File: config.mk
export PLATFORM = sky130hd
export DESIGN_NAME = tgx_top
export DESIGN_NICKNAME = d
export VERILOG_FILES = /design/src/rtl/tgx_pkg.sv /design/src/rtl/tgx_sync.sv /design/src/rtl/tgx_top.sv
export VERILOG_INCLUDE_DIRS = /design/src /design/src/rtl
export SDC_FILE = /design/constraint.sdc
export NUM_CORES = 1
export LEC_CHECK = 0
export BUFFER_PORTS_ARGS = -buffer_cell sky130_fd_sc_hd__buf_2
export CAP_MARGIN = 20
export CORE_AREA = 5 5 72 74
export CTS_CLUSTER_DIAMETER = 30
export DETAILED_ROUTE_END_ITERATION = 10
export DIE_AREA = 0 0 77 79
export PLACE_DENSITY = 0.84
export SYNTH_ARGS = -nofsm -noshare
export SYNTH_HDL_FRONTEND = slang
export SYNTH_SLANG_ARGS = --single-unit
File: constraint.sdc
create_clock -name pclk -period 1.95 [get_ports pclk]
set_input_delay 0.2925 -clock pclk [delete_from_list [all_inputs] [get_ports pclk]]
set_output_delay 0.2925 -clock pclk [all_outputs]
set_load 0.01 [all_outputs]
File: src/rtl/tgx_consts.svh
// register indices, byte addresses, field positions and reset values
// assumes: included by bare name from the package and the testbench
`ifndef TGX_CONSTS_SVH
`define TGX_CONSTS_SVH

// ***************************************************************
// register indices (byte address = 4 * index)
// ***************************************************************
`define TGX_IDX_CTRL       12'h088
`define TGX_IDX_TMC        12'h089
`define TGX_IDX_CFG        12'h090
`define TGX_IDX_STAT       12'h091
`define TGX_ADDR_CTRL      ((`TGX_IDX_CTRL) << 2)
`define TGX_ADDR_TMC       ((`TGX_IDX_TMC) << 2)
`define TGX_ADDR_CFG       ((`TGX_IDX_CFG) << 2)
`define TGX_ADDR_STAT      ((`TGX_IDX_STAT) << 2)

// ***************************************************************
// control register fields
// ***************************************************************
`define TGX_CTRL_RUN1      6
`define TGX_CTRL_RUN0      4
`define TGX_CTRL_FLAG1     3
`define TGX_CTRL_TYPE1     2
`define TGX_CTRL_FLAG0     1
`define TGX_CTRL_TYPE0     0

// ***************************************************************
// timer mode register fields
// ***************************************************************
`define TGX_TMC_TMR1_GATE_CTL      7
`define TGX_TMC_CSEL1      6
`define TGX_TMC_MODE1_HI   5
`define TGX_TMC_MODE1_LO   4
`define TGX_TMC_TMR0_GATE_CTL      3
`define TGX_TMC_CSEL0      2
`define TGX_TMC_MODE0_HI   1
`define TGX_TMC_MODE0_LO   0
`define TGX_TMC_RESET      8'h00

// ***************************************************************
// config and status fields
// ***************************************************************
`define TGX_CFG_POL1       1
`define TGX_CFG_POL0       0
`define TGX_STAT_EN1       3
`define TGX_STAT_EN0       2
`define TGX_STAT_LVL1      1
`define TGX_STAT_LVL0      0
`define TGX_DATA_ZERO      32'h0000_0000
`define TGX_PIN_IDLE       1'b1

`endif

File: src/rtl/tgx_pkg.sv
// types shared by the gate and interrupt flag block
// assumes: tgx_consts.svh is on the include path
package tgx_pkg;
	`include "tgx_consts.svh"

	typedef logic [11:0] tgx_addr_t;
	typedef logic [31:0] tgx_data_t;

	// input filter state
	typedef struct packed {
		logic s1;
		logic s2;
		logic s3;
		logic level;
	} tgx_sync_t;

	// top level state
	typedef struct packed {
		logic       run1;
		logic       run0;
		logic       flag1;
		logic       type1;
		logic       flag0;
		logic       type0;
		logic [7:0] tmc;
		logic       pol1;
		logic       pol0;
		logic       act1_d;
		logic       act0_d;
		logic       en1;
		logic       en0;
		logic       pready;
		logic       pslverr;
		tgx_data_t  prdata;
	} tgx_state_t;
endpackage : tgx_pkg

File: src/rtl/tgx_sync.sv
// three stage synchroniser with agreement filter for one pin
// assumes: pin is asynchronous to pclk; output is a registered level
`timescale 1ns/100ps
module tgx_sync #(
	parameter logic RESET_LEVEL = 1'b1
) (
	// clock and reset
	input  wire logic pclk,
	input  wire logic presetn,
	// pin and filtered level
	input  wire logic pin,
	output logic      level
);
	import tgx_pkg::*;

	tgx_sync_t st_r;
	tgx_sync_t st_nxt;

	always_comb begin
		st_nxt    = st_r;
		st_nxt.s1 = pin;
		st_nxt.s2 = st_r.s1;
		st_nxt.s3 = st_r.s2;
		// change counts once two later stages agree
		if (st_r.s2 == st_r.s3) begin
			st_nxt.level = st_r.s3;
		end
	end

	always_ff @(posedge pclk or negedge presetn) begin
		if (!presetn) begin
			st_r <= {4{RESET_LEVEL}};
		end else begin
			st_r <= st_nxt;
		end
	end

	assign level = st_r.level;
endmodule : tgx_sync

File: src/rtl/tgx_top.sv
// external interrupt request flags and timer run gating behind APB
// assumes: APB master on pclk; vector acks are one-cycle pulses on pclk
// Notes on behaviour
// - input 1 event of selected kind sets interrupt 1 request flag
// - software clears flag 1; vectoring clears it in edge mode
// - type select 0 means level triggered, 1 means edge triggered
// - polarity bit in config register sets active sense of input 1
// - gate 0: timer 1 runs whenever run bit is 1
// - gate 1: timer 1 runs only with run bit and input active
// - timer mode register layout gate, select, mode per timer, reset zero
// - writing 1 to run bit enables timer 1 subject to gate
`timescale 1ns/100ps
module tgx_top (
	// clock and reset
	input  wire logic             pclk,
	input  wire logic             presetn,
	// apb slave
	input  wire logic             psel,
	input  wire logic             penable,
	input  wire logic             pwrite,
	input  wire tgx_pkg::tgx_addr_t paddr,
	input  wire tgx_pkg::tgx_data_t pwdata,
	input  wire logic [3:0]       pstrb,
	output tgx_pkg::tgx_data_t    prdata,
	output logic                  pready,
	output logic                  pslverr,
	// external pins
	input  wire logic             ext_input_a,
	input  wire logic             ext_input_b,
	// cpu vector acknowledges
	input  wire logic             ext_input_a_vector_ack,
	input  wire logic             int0_vector_ack,
	// interrupt requests
	output logic                  ext_ext_input_a_req_flag,
	output logic                  ext_int0_req_flag,
	// timer controls
	output logic                  tmr1_run_en,
	output logic                  tmr0_run_en,
	output logic                  tmr1_count_sel,
	output logic [1:0]            tmr1_mode_sel,
	output logic                  tmr0_count_sel,
	output logic [1:0]            tmr0_mode_sel
);
	import tgx_pkg::*;

	// ***************************************************************
	// functions
	// ***************************************************************
	function automatic logic gate_run(input logic run, input logic gate, input logic act);
		gate_run = run & (~gate | act);
	endfunction : gate_run

	function automatic logic int_event(input logic edge_mode, input logic act, input logic act_d);
		int_event = edge_mode ? (act & ~act_d) : act;
	endfunction : int_event

	function automatic logic addr_hit(input tgx_addr_t a);
		addr_hit = (a == `TGX_ADDR_CTRL) || (a == `TGX_ADDR_TMC) ||
		           (a == `TGX_ADDR_CFG) || (a == `TGX_ADDR_STAT);
	endfunction : addr_hit

	// ***************************************************************
	// pin synchronisers
	// ***************************************************************
	logic lvl1;
	logic lvl0;

	tgx_sync #(.RESET_LEVEL(`TGX_PIN_IDLE)) u_sync1 (
		.pclk    (pclk),
		.presetn (presetn),
		.pin     (ext_input_a),
		.level   (lvl1)
	);

	tgx_sync #(.RESET_LEVEL(`TGX_PIN_IDLE)) u_sync0 (
		.pclk    (pclk),
		.presetn (presetn),
		.pin     (ext_input_b),
		.level   (lvl0)
	);

	// ***************************************************************
	// state
	// ***************************************************************
	tgx_state_t st_r;
	tgx_state_t st_nxt;
	logic       act1;
	logic       act0;
	logic       setup;
	logic       wr;
	logic       wr_ctrl;
	logic       wr_tmc;
	logic       wr_cfg;
	logic       ev1;
	logic       ev0;
	logic       gate_ok1;
	logic [7:0] wbyte;
	tgx_data_t  rdata;

	always_comb begin
		act1     = (lvl1 == st_r.pol1);
		act0     = (lvl0 == st_r.pol0);
		setup    = psel & ~penable;
		wr       = psel & penable & st_r.pready & pwrite & pstrb[0];
		wr_ctrl  = wr & (paddr == `TGX_ADDR_CTRL);
		wr_tmc   = wr & (paddr == `TGX_ADDR_TMC);
		wr_cfg   = wr & (paddr == `TGX_ADDR_CFG);
		wbyte    = pwdata[7:0];
		ev1      = int_event(st_r.type1, act1, st_r.act1_d);
		ev0      = int_event(st_r.type0, act0, st_r.act0_d);
		gate_ok1 = gate_run(st_r.run1, st_r.tmc[`TGX_TMC_TMR1_GATE_CTL], act1);
	end

	always_comb begin
		st_nxt = st_r;
		rdata  = `TGX_DATA_ZERO;
		if (wr_ctrl) begin
			st_nxt.run1  = wbyte[`TGX_CTRL_RUN1];
			st_nxt.run0  = wbyte[`TGX_CTRL_RUN0];
			st_nxt.type1 = wbyte[`TGX_CTRL_TYPE1];
			st_nxt.type0 = wbyte[`TGX_CTRL_TYPE0];
			st_nxt.flag1 = wbyte[`TGX_CTRL_FLAG1];
			st_nxt.flag0 = wbyte[`TGX_CTRL_FLAG0];
		end
		if (wr_tmc) begin
			st_nxt.tmc = wbyte;
		end
		if (wr_cfg) begin
			st_nxt.pol1 = wbyte[`TGX_CFG_POL1];
			st_nxt.pol0 = wbyte[`TGX_CFG_POL0];
		end
		if (ext_input_a_vector_ack && st_r.type1) begin
			st_nxt.flag1 = 1'b0;
		end
		if (int0_vector_ack && st_r.type0) begin
			st_nxt.flag0 = 1'b0;
		end
		if (ev1) begin
			st_nxt.flag1 = 1'b1;
		end
		if (ev0) begin
			st_nxt.flag0 = 1'b1;
		end
		st_nxt.act1_d = act1;
		st_nxt.act0_d = act0;
		st_nxt.en1 = gate_ok1;
		st_nxt.en0 = gate_run(st_r.run0, st_r.tmc[`TGX_TMC_TMR0_GATE_CTL], act0);
		// read mux, sampled in setup
		unique case (paddr)
			`TGX_ADDR_CTRL: begin
				rdata[`TGX_CTRL_RUN1]  = st_r.run1;
				rdata[`TGX_CTRL_RUN0]  = st_r.run0;
				rdata[`TGX_CTRL_FLAG1] = st_r.flag1;
				rdata[`TGX_CTRL_TYPE1] = st_r.type1;
				rdata[`TGX_CTRL_FLAG0] = st_r.flag0;
				rdata[`TGX_CTRL_TYPE0] = st_r.type0;
			end
			`TGX_ADDR_TMC: begin
				rdata[7:0] = st_r.tmc;
			end
			`TGX_ADDR_CFG: begin
				rdata[`TGX_CFG_POL1] = st_r.pol1;
				rdata[`TGX_CFG_POL0] = st_r.pol0;
			end
			`TGX_ADDR_STAT: begin
				rdata[`TGX_STAT_EN1]  = st_r.en1;
				rdata[`TGX_STAT_EN0]  = st_r.en0;
				rdata[`TGX_STAT_LVL1] = lvl1;
				rdata[`TGX_STAT_LVL0] = lvl0;
			end
			default: begin
				rdata = `TGX_DATA_ZERO;
			end
		endcase
		// zero wait: pready in the access cycle
		st_nxt.pready  = setup;
		st_nxt.pslverr = setup & ~addr_hit(paddr);
		st_nxt.prdata  = (setup & ~pwrite) ? rdata : `TGX_DATA_ZERO;
	end

	always_ff @(posedge pclk or negedge presetn) begin
		if (!presetn) begin
			st_r      <= '0;
			st_r.tmc  <= `TGX_TMC_RESET;
		end else begin
			st_r <= st_nxt;
		end
	end

	// ***************************************************************
	// outputs
	// ***************************************************************
	assign prdata            = st_r.prdata;
	assign pready            = st_r.pready;
	assign pslverr           = st_r.pslverr;
	assign ext_ext_input_a_req_flag = st_r.flag1;
	assign ext_int0_req_flag = st_r.flag0;
	assign tmr1_run_en       = st_r.en1;
	assign tmr0_run_en       = st_r.en0;
	assign tmr1_count_sel    = st_r.tmc[`TGX_TMC_CSEL1];
	assign tmr1_mode_sel     = st_r.tmc[`TGX_TMC_MODE1_HI:`TGX_TMC_MODE1_LO];
	assign tmr0_count_sel    = st_r.tmc[`TGX_TMC_CSEL0];
	assign tmr0_mode_sel     = st_r.tmc[`TGX_TMC_MODE0_HI:`TGX_TMC_MODE0_LO];
endmodule : tgx_top
==> metrics.txt, run 1 <==
slack of the critical path between 300 and 400 ps; ANT cells 0; Area growth syn-to-layout 12.66%; I/O Pins just over 100; # rows 25; WL/cell 14.60 um; CTS tree built; Netlist cell types 35; Switching Power 0.3443 mW; Nets around 260; Pwr per Cell Area about 700 mW/mm^2; CP endpoint kind register; TritonCTS Buffers 5; CP Launch Type input port; clock sinks 38; setup TNS 0 ps; worst skew pair latency 280 ps; Final Cycle Share 0.8112; vias per cell around 4.8; pre-CTS WS 67.23 ps; Syn Area/Cell between 10 and 15 sq um; CP Class in2reg; Yosys reg bits 38; die height a little under 80 um; Rel. slew slack 0.4469; worst-path fanout max 6; DIE AREA 0.006083 sq mm; Hold Buf Count CTS 0; status completed; layout cells sized above 1 0.4300; setup bufs post-CTS 0; Placeable Area 0.004536 sq mm; crit path cell chain buf_2 -> nor4b_4 -> nand4_1 -> or2_1 -> a311o_1; worst-margin pin slew slightly above 800 ps; largest stage delay on the critical path ~390 ps; Root Driver clkbuf_8; multi-input logic area 705.7 sq um; RR Startpoint pready$_DFF_PN0_; number of global-route vias before repair approximately 1.3k; HP Class in2async; Tmin final between 1500 and 2000 ps; Peak VDD IR approximately 290 uV; Iter 0 DRT Violations 65; clock power share 0.350; synth warn 0; first-pass GRT wire length approximately 6000 um; largest net degree at the start of global routing 39; WL final roughly 3800 um; Syn Std Cell Area ~0.0019 sq mm; Initial DRT Pass Iterations 4; Tot GR Track Use 0.1262; Post-DP HPWL slightly below 3000 um; WHS between 100 and 150 ps; initial antenna violation count 0; CP Data Arrival Time approximately 1800 ps; Die Wd slightly below 80 um; WP data required 2120 ps; Top Family by Delay on Critical Path simple AND/OR/NAND/NOR gates; final hold violations 0; Setup Viol. Count Final 0; routed vias 1255; GPL Wtd Cong between 0.8 and 0.9; Setup crit start paddr[8]; internal cell power approximately 1.1 mW; Max Clock Skew 2.842 ps; dpl cell area roughly 0.0020 sq mm; clock transition at the registers of the reported paths around 70 ps; Switching Fraction 0.2365; maximum clock insertion buffer count 2; slowest cell on the critical path or2_1; EDFF count, synth 0; Pleak about 1.1 nW; htree depth 2; combinational group share of total power 0.084; residual DRC count 0; total gr overflow 0; Max Cap Violations 0; Post-DRT Antenna Nets 0; Reg area just under 0.001 sq mm; initial core utilization 0.4141; Port Buffers 49; sequential power share 0.565; RSZ-0062 raised after global routing no; sequential fraction of the synthesis area 0.5117; Design Area, Final 0.002116 sq mm; Max Freq ~630 MHz; ys flop type dfrtp_1; Bufs and invs on worst path 1; fillcell total around 430; Gates resized, CTS repair 0; Slew Limit Fails 0; Synth Instances between 150 and 200; fraction of registers with async set or reset after synthesis 1.000
-- sequential cells by signal, summed over array words and instances, names as in the netlist, 2 cells and up --
register,cells
tmr0_mode_sel,2
u_sync1.st_nxt,2
prdata,8
st_r,10
tmr1_mode_sel,2
u_sync0.st_nxt,2
-- cells in the final DEF (no fill, tap or decap), types with 3 or more instances in the layout --
cell type	instances
mux2_2	14
nand4_1	3
buf_2	49
nor2b_1	3
dfstp_2	8
inv_1	3
nor3_1	3
a21oi_1	5
mux2i_1	8
clkbuf_8	5
nand2_1	7
and2_1	4
nor2_1	5
conb_1	24
clkbuf_1	3
and3_1	3
buf_4	6
dfrtp_1	30
-- area by class of cell --
class,count,area share
flip-flops and latches,38,0.4542
multi-input cells,103,0.3335
repair buffers,55,0.1372
clock buffers,8,0.03785
well taps,54,0.03193
inverters,3,0.005322
-- cells by family after synthesis --
family	share of synthesized area
AOI/OAI and AO/OA	0.04530
xor gates and xnor gates	0.009329
adders and majority gates	0.01066
buffers and inverters	0.1586
DFF	0.5117
muxes	0.1266
other	0.001997
and+or+nand+nor	0.1359
-- cells in the mapped netlist (2+ instances only) --
library cell	n	area share
nand4_1	3	0.010
nor3_1	3	0.0080
or3_2	2	0.0080
a311o_1	2	0.011
buf_4	37	0.15
a21oi_1	5	0.013
mux2i_1	8	0.043
nor2_1	5	0.010
dfstp_2	8	0.11
nor2b_1	3	0.010
and2_1	4	0.013
xor2_1	2	0.0093
and3_1	3	0.010
inv_1	3	0.0060
a21boi_0	2	0.0080
dfrtp_1	30	0.40
mux2_2	14	0.084
o22ai_1	2	0.0067
nand2_1	7	0.014
maj3_1	2	0.011
-- worst paths after layout --
path                       cells past startpoint                                    to  slack [ps]
hold / removal                                 1          tmr0_mode_sel[1]$_DFFE_PN0P_         100
min in group pclk                              1           u_sync0.st_nxt[2]$_DFF_PN1_         100
hold reg to reg                                0           u_sync1.st_nxt[1]$_DFF_PN1_         360
setup / recovery                               5  ext_ext_input_a_req_flag$_DFFE_PN0P_         370
max in group asynchronous                      1                   prdata[7]$_DFF_PN0_        1320
setup reg to reg                               4  ext_ext_input_a_req_flag$_DFFE_PN0P_         400
-- power by group through the flow --
stage                     Combinational [mW]  Sequential, mW  Clock [mW]
final                                  0.123           0.823       0.510
after global routing                   0.139           0.823       0.552
after CTS                              0.123           0.822       0.525
after detailed placement               0.123           0.836           0
after global placement                 0.119           0.836           0
after floorplan                       0.0961           0.835           0
-- per-layer routing --
layer	part of all wire	track usage	vias up
met1	0.42	0.1547	608
met3	0.10	0.05896	8
li1	-	-	580
met5	0	0	-
met2	0.45	0.1919	59
met4	0.020	0.05155	0
-- metrics by stage --
stage	cells	total power, mW	util
after floorplan	183	0.9312	-
after global placement	253	0.9546	0.4488
after detailed placement	253	0.9591	0.4488
after CTS	261	1.470	0.4665
after global routing	261	1.514	0.4665
final	261	1.455	0.4665
(Power assumes the default switching activity.)
==> inputs of run 2 (changes only) <==
Clock period 1.95 ns to 1.6 ns, I/O delays scaled along.
==> run 2 against run 1 <==
Effect of this change:
- highest routed layer unchanged
- die area stayed put
- largest cell class unchanged
- critical path depth is 1 higher
- sequential share of layout area is 2.2 points lower
==> metrics.txt, run 2 (synthesis results as in run 1) <==
Setup Viol. Count Final 0; largest stage delay on the critical path between 300 and 400 ps; largest register by flop count st_r; CP Data Arrival Time about 1700 ps; CP Launch Type input port; crit path cell chain buf_2 -> nor4b_4 -> nand2_2 -> nor4_4 -> buf_12 -> mux2_2; WHS approximately 46 ps; Max Clock Skew between 5 and 6 ps; setup TNS 0 ps; Max Freq ~660 MHz; Initial DRT Pass Iterations 4; status completed; # rows 25; Peak VDD IR ~380 uV; residual DRC count 0; initial antenna violation count 0; Post-DP HPWL between 3000 and 4000 um; Post-DRT Antenna Nets 0; CTS tree built; Tot GR Track Use 0.1323; Placeable Area ~0.0045 sq mm; Area growth syn-to-layout 18.32%; fillcell total roughly 430; layout cells sized above 1 0.4583; DIE AREA 0.006083 sq mm; vias per cell between 4 and 5; Die Wd between 70 and 80 um; Tmin final 1509 ps; Top Family by Delay on Critical Path simple AND/OR/NAND/NOR gates; CP Class in2reg; die height just under 80 um; total gr overflow 0; WP data required 1770 ps; slowest cell on the critical path nor4b_4; worst skew pair latency 290 ps; Slew Limit Fails 0; clock sinks 38; Final Cycle Share 0.9432; Root Driver clkbuf_8; htree depth 2; Pleak between 1 and 1.5 nW; Iter 0 DRT Violations between 40 and 50; HP Class in2reg; Port Buffers 49; most common cell after layout, fill and taps aside buf_2; slack of the critical path 90.81 ps; Pwr per Cell Area roughly 800 mW/mm^2; ANT cells 0; clock transition at the registers of the reported paths about 70 ps; I/O Pins between 100 and 150; final hold violations 0; Largest register FFs 10; number of global-route vias before repair 1324; Bufs and invs on worst path 2; maximum clock insertion buffer count 2; Nets between 200 and 300; Max Cap Violations 0; first-pass GRT wire length about 6300 um; initial core utilization 0.4141; largest net degree at the start of global routing 21; commonest non-fill, non-tap cells in the layout buf_2 (49), dfrtp_1 (30), conb_1 (24), mux2_2 (14), buf_4 (12); RSZ-0062 raised after global routing no; pre-CTS WS -192.5 ps; CP endpoint kind register; GPL Wtd Cong 0.8610; WL final ~3800 um; TritonCTS Buffers 5; Gates resized, CTS repair 0; worst-path fanout max 8; WL/cell between 10 and 15 um; routed vias 1278
[run 2: area by class of cell]
type | count | area, sq um | share of cell area
Clock inverter | 1 | 5.005 | 0.002252
Multi-Input combinational cell | 103 | 705.7 | 0.3176
Clock buffer | 7 | 86.33 | 0.03885
Tap cell | 54 | 67.56 | 0.03041
Inverter | 3 | 11.26 | 0.005068
Timing Repair Buffer | 64 | 385.4 | 0.1734
Sequential cell | 38 | 960.9 | 0.4324
[run 2: repair_timing]
item / 4_1_cts / 5_1_grt
hold buffers: 1 / 0
setup endpoints to repair: 0 / 8
setup buffers: 0 / 0
endpoints found under the hold margin: 10 / 0
[run 2: metrics by stage]
| step | cells | utilization | power (mW) | instance area (sq um) |
|---|---|---|---|---|
| final | 270 | 0.4899 | 1.827 | 2222 |
| after global routing | 270 | 0.4899 | 1.923 | 2222 |
| after CTS | 270 | 0.4899 | 1.853 | 2222 |
| after detailed placement | 261 | 0.4676 | 1.183 | 2121 |
| after global placement | 261 | 0.4676 | 1.177 | 2121 |
| after floorplan | 183 | - | 1.135 | 1964 |
[run 2: power by group]
group          switching (mW)  internal [mW]  total, mW
combinational          0.0997         0.0657      0.165
clock                   0.312          0.347      0.659
sequential             0.0117          0.991       1.00
total                   0.423           1.40       1.83
[run 2: metal layers]
metal,track usage,wire [um]
met1,0.1521,1493
met2,0.2156,1825
met3,0.05442,443
met4,0.06014,76
met5,0,0
[run 2: worst paths after layout]
check                                       startpoint                              endpoint  slack (ps)  cells past startpoint
max in group asynchronous                      presetn                   prdata[4]$_DFF_PN0_         720                      3
max reg2reg                           pready$_DFF_PN0_  ext_ext_input_a_req_flag$_DFFE_PN0P_         130                      4
min reg2reg                u_sync1.st_nxt[2]$_DFF_PN1_           u_sync1.st_nxt[1]$_DFF_PN1_         360                      0
min                                        ext_input_b           u_sync0.st_nxt[2]$_DFF_PN1_          50                      1
min in group asynchronous                      presetn                   prdata[3]$_DFF_PN0_         430                      2
max                                          paddr[10]          tmr1_mode_sel[1]$_DFFE_PN0P_          90                      6
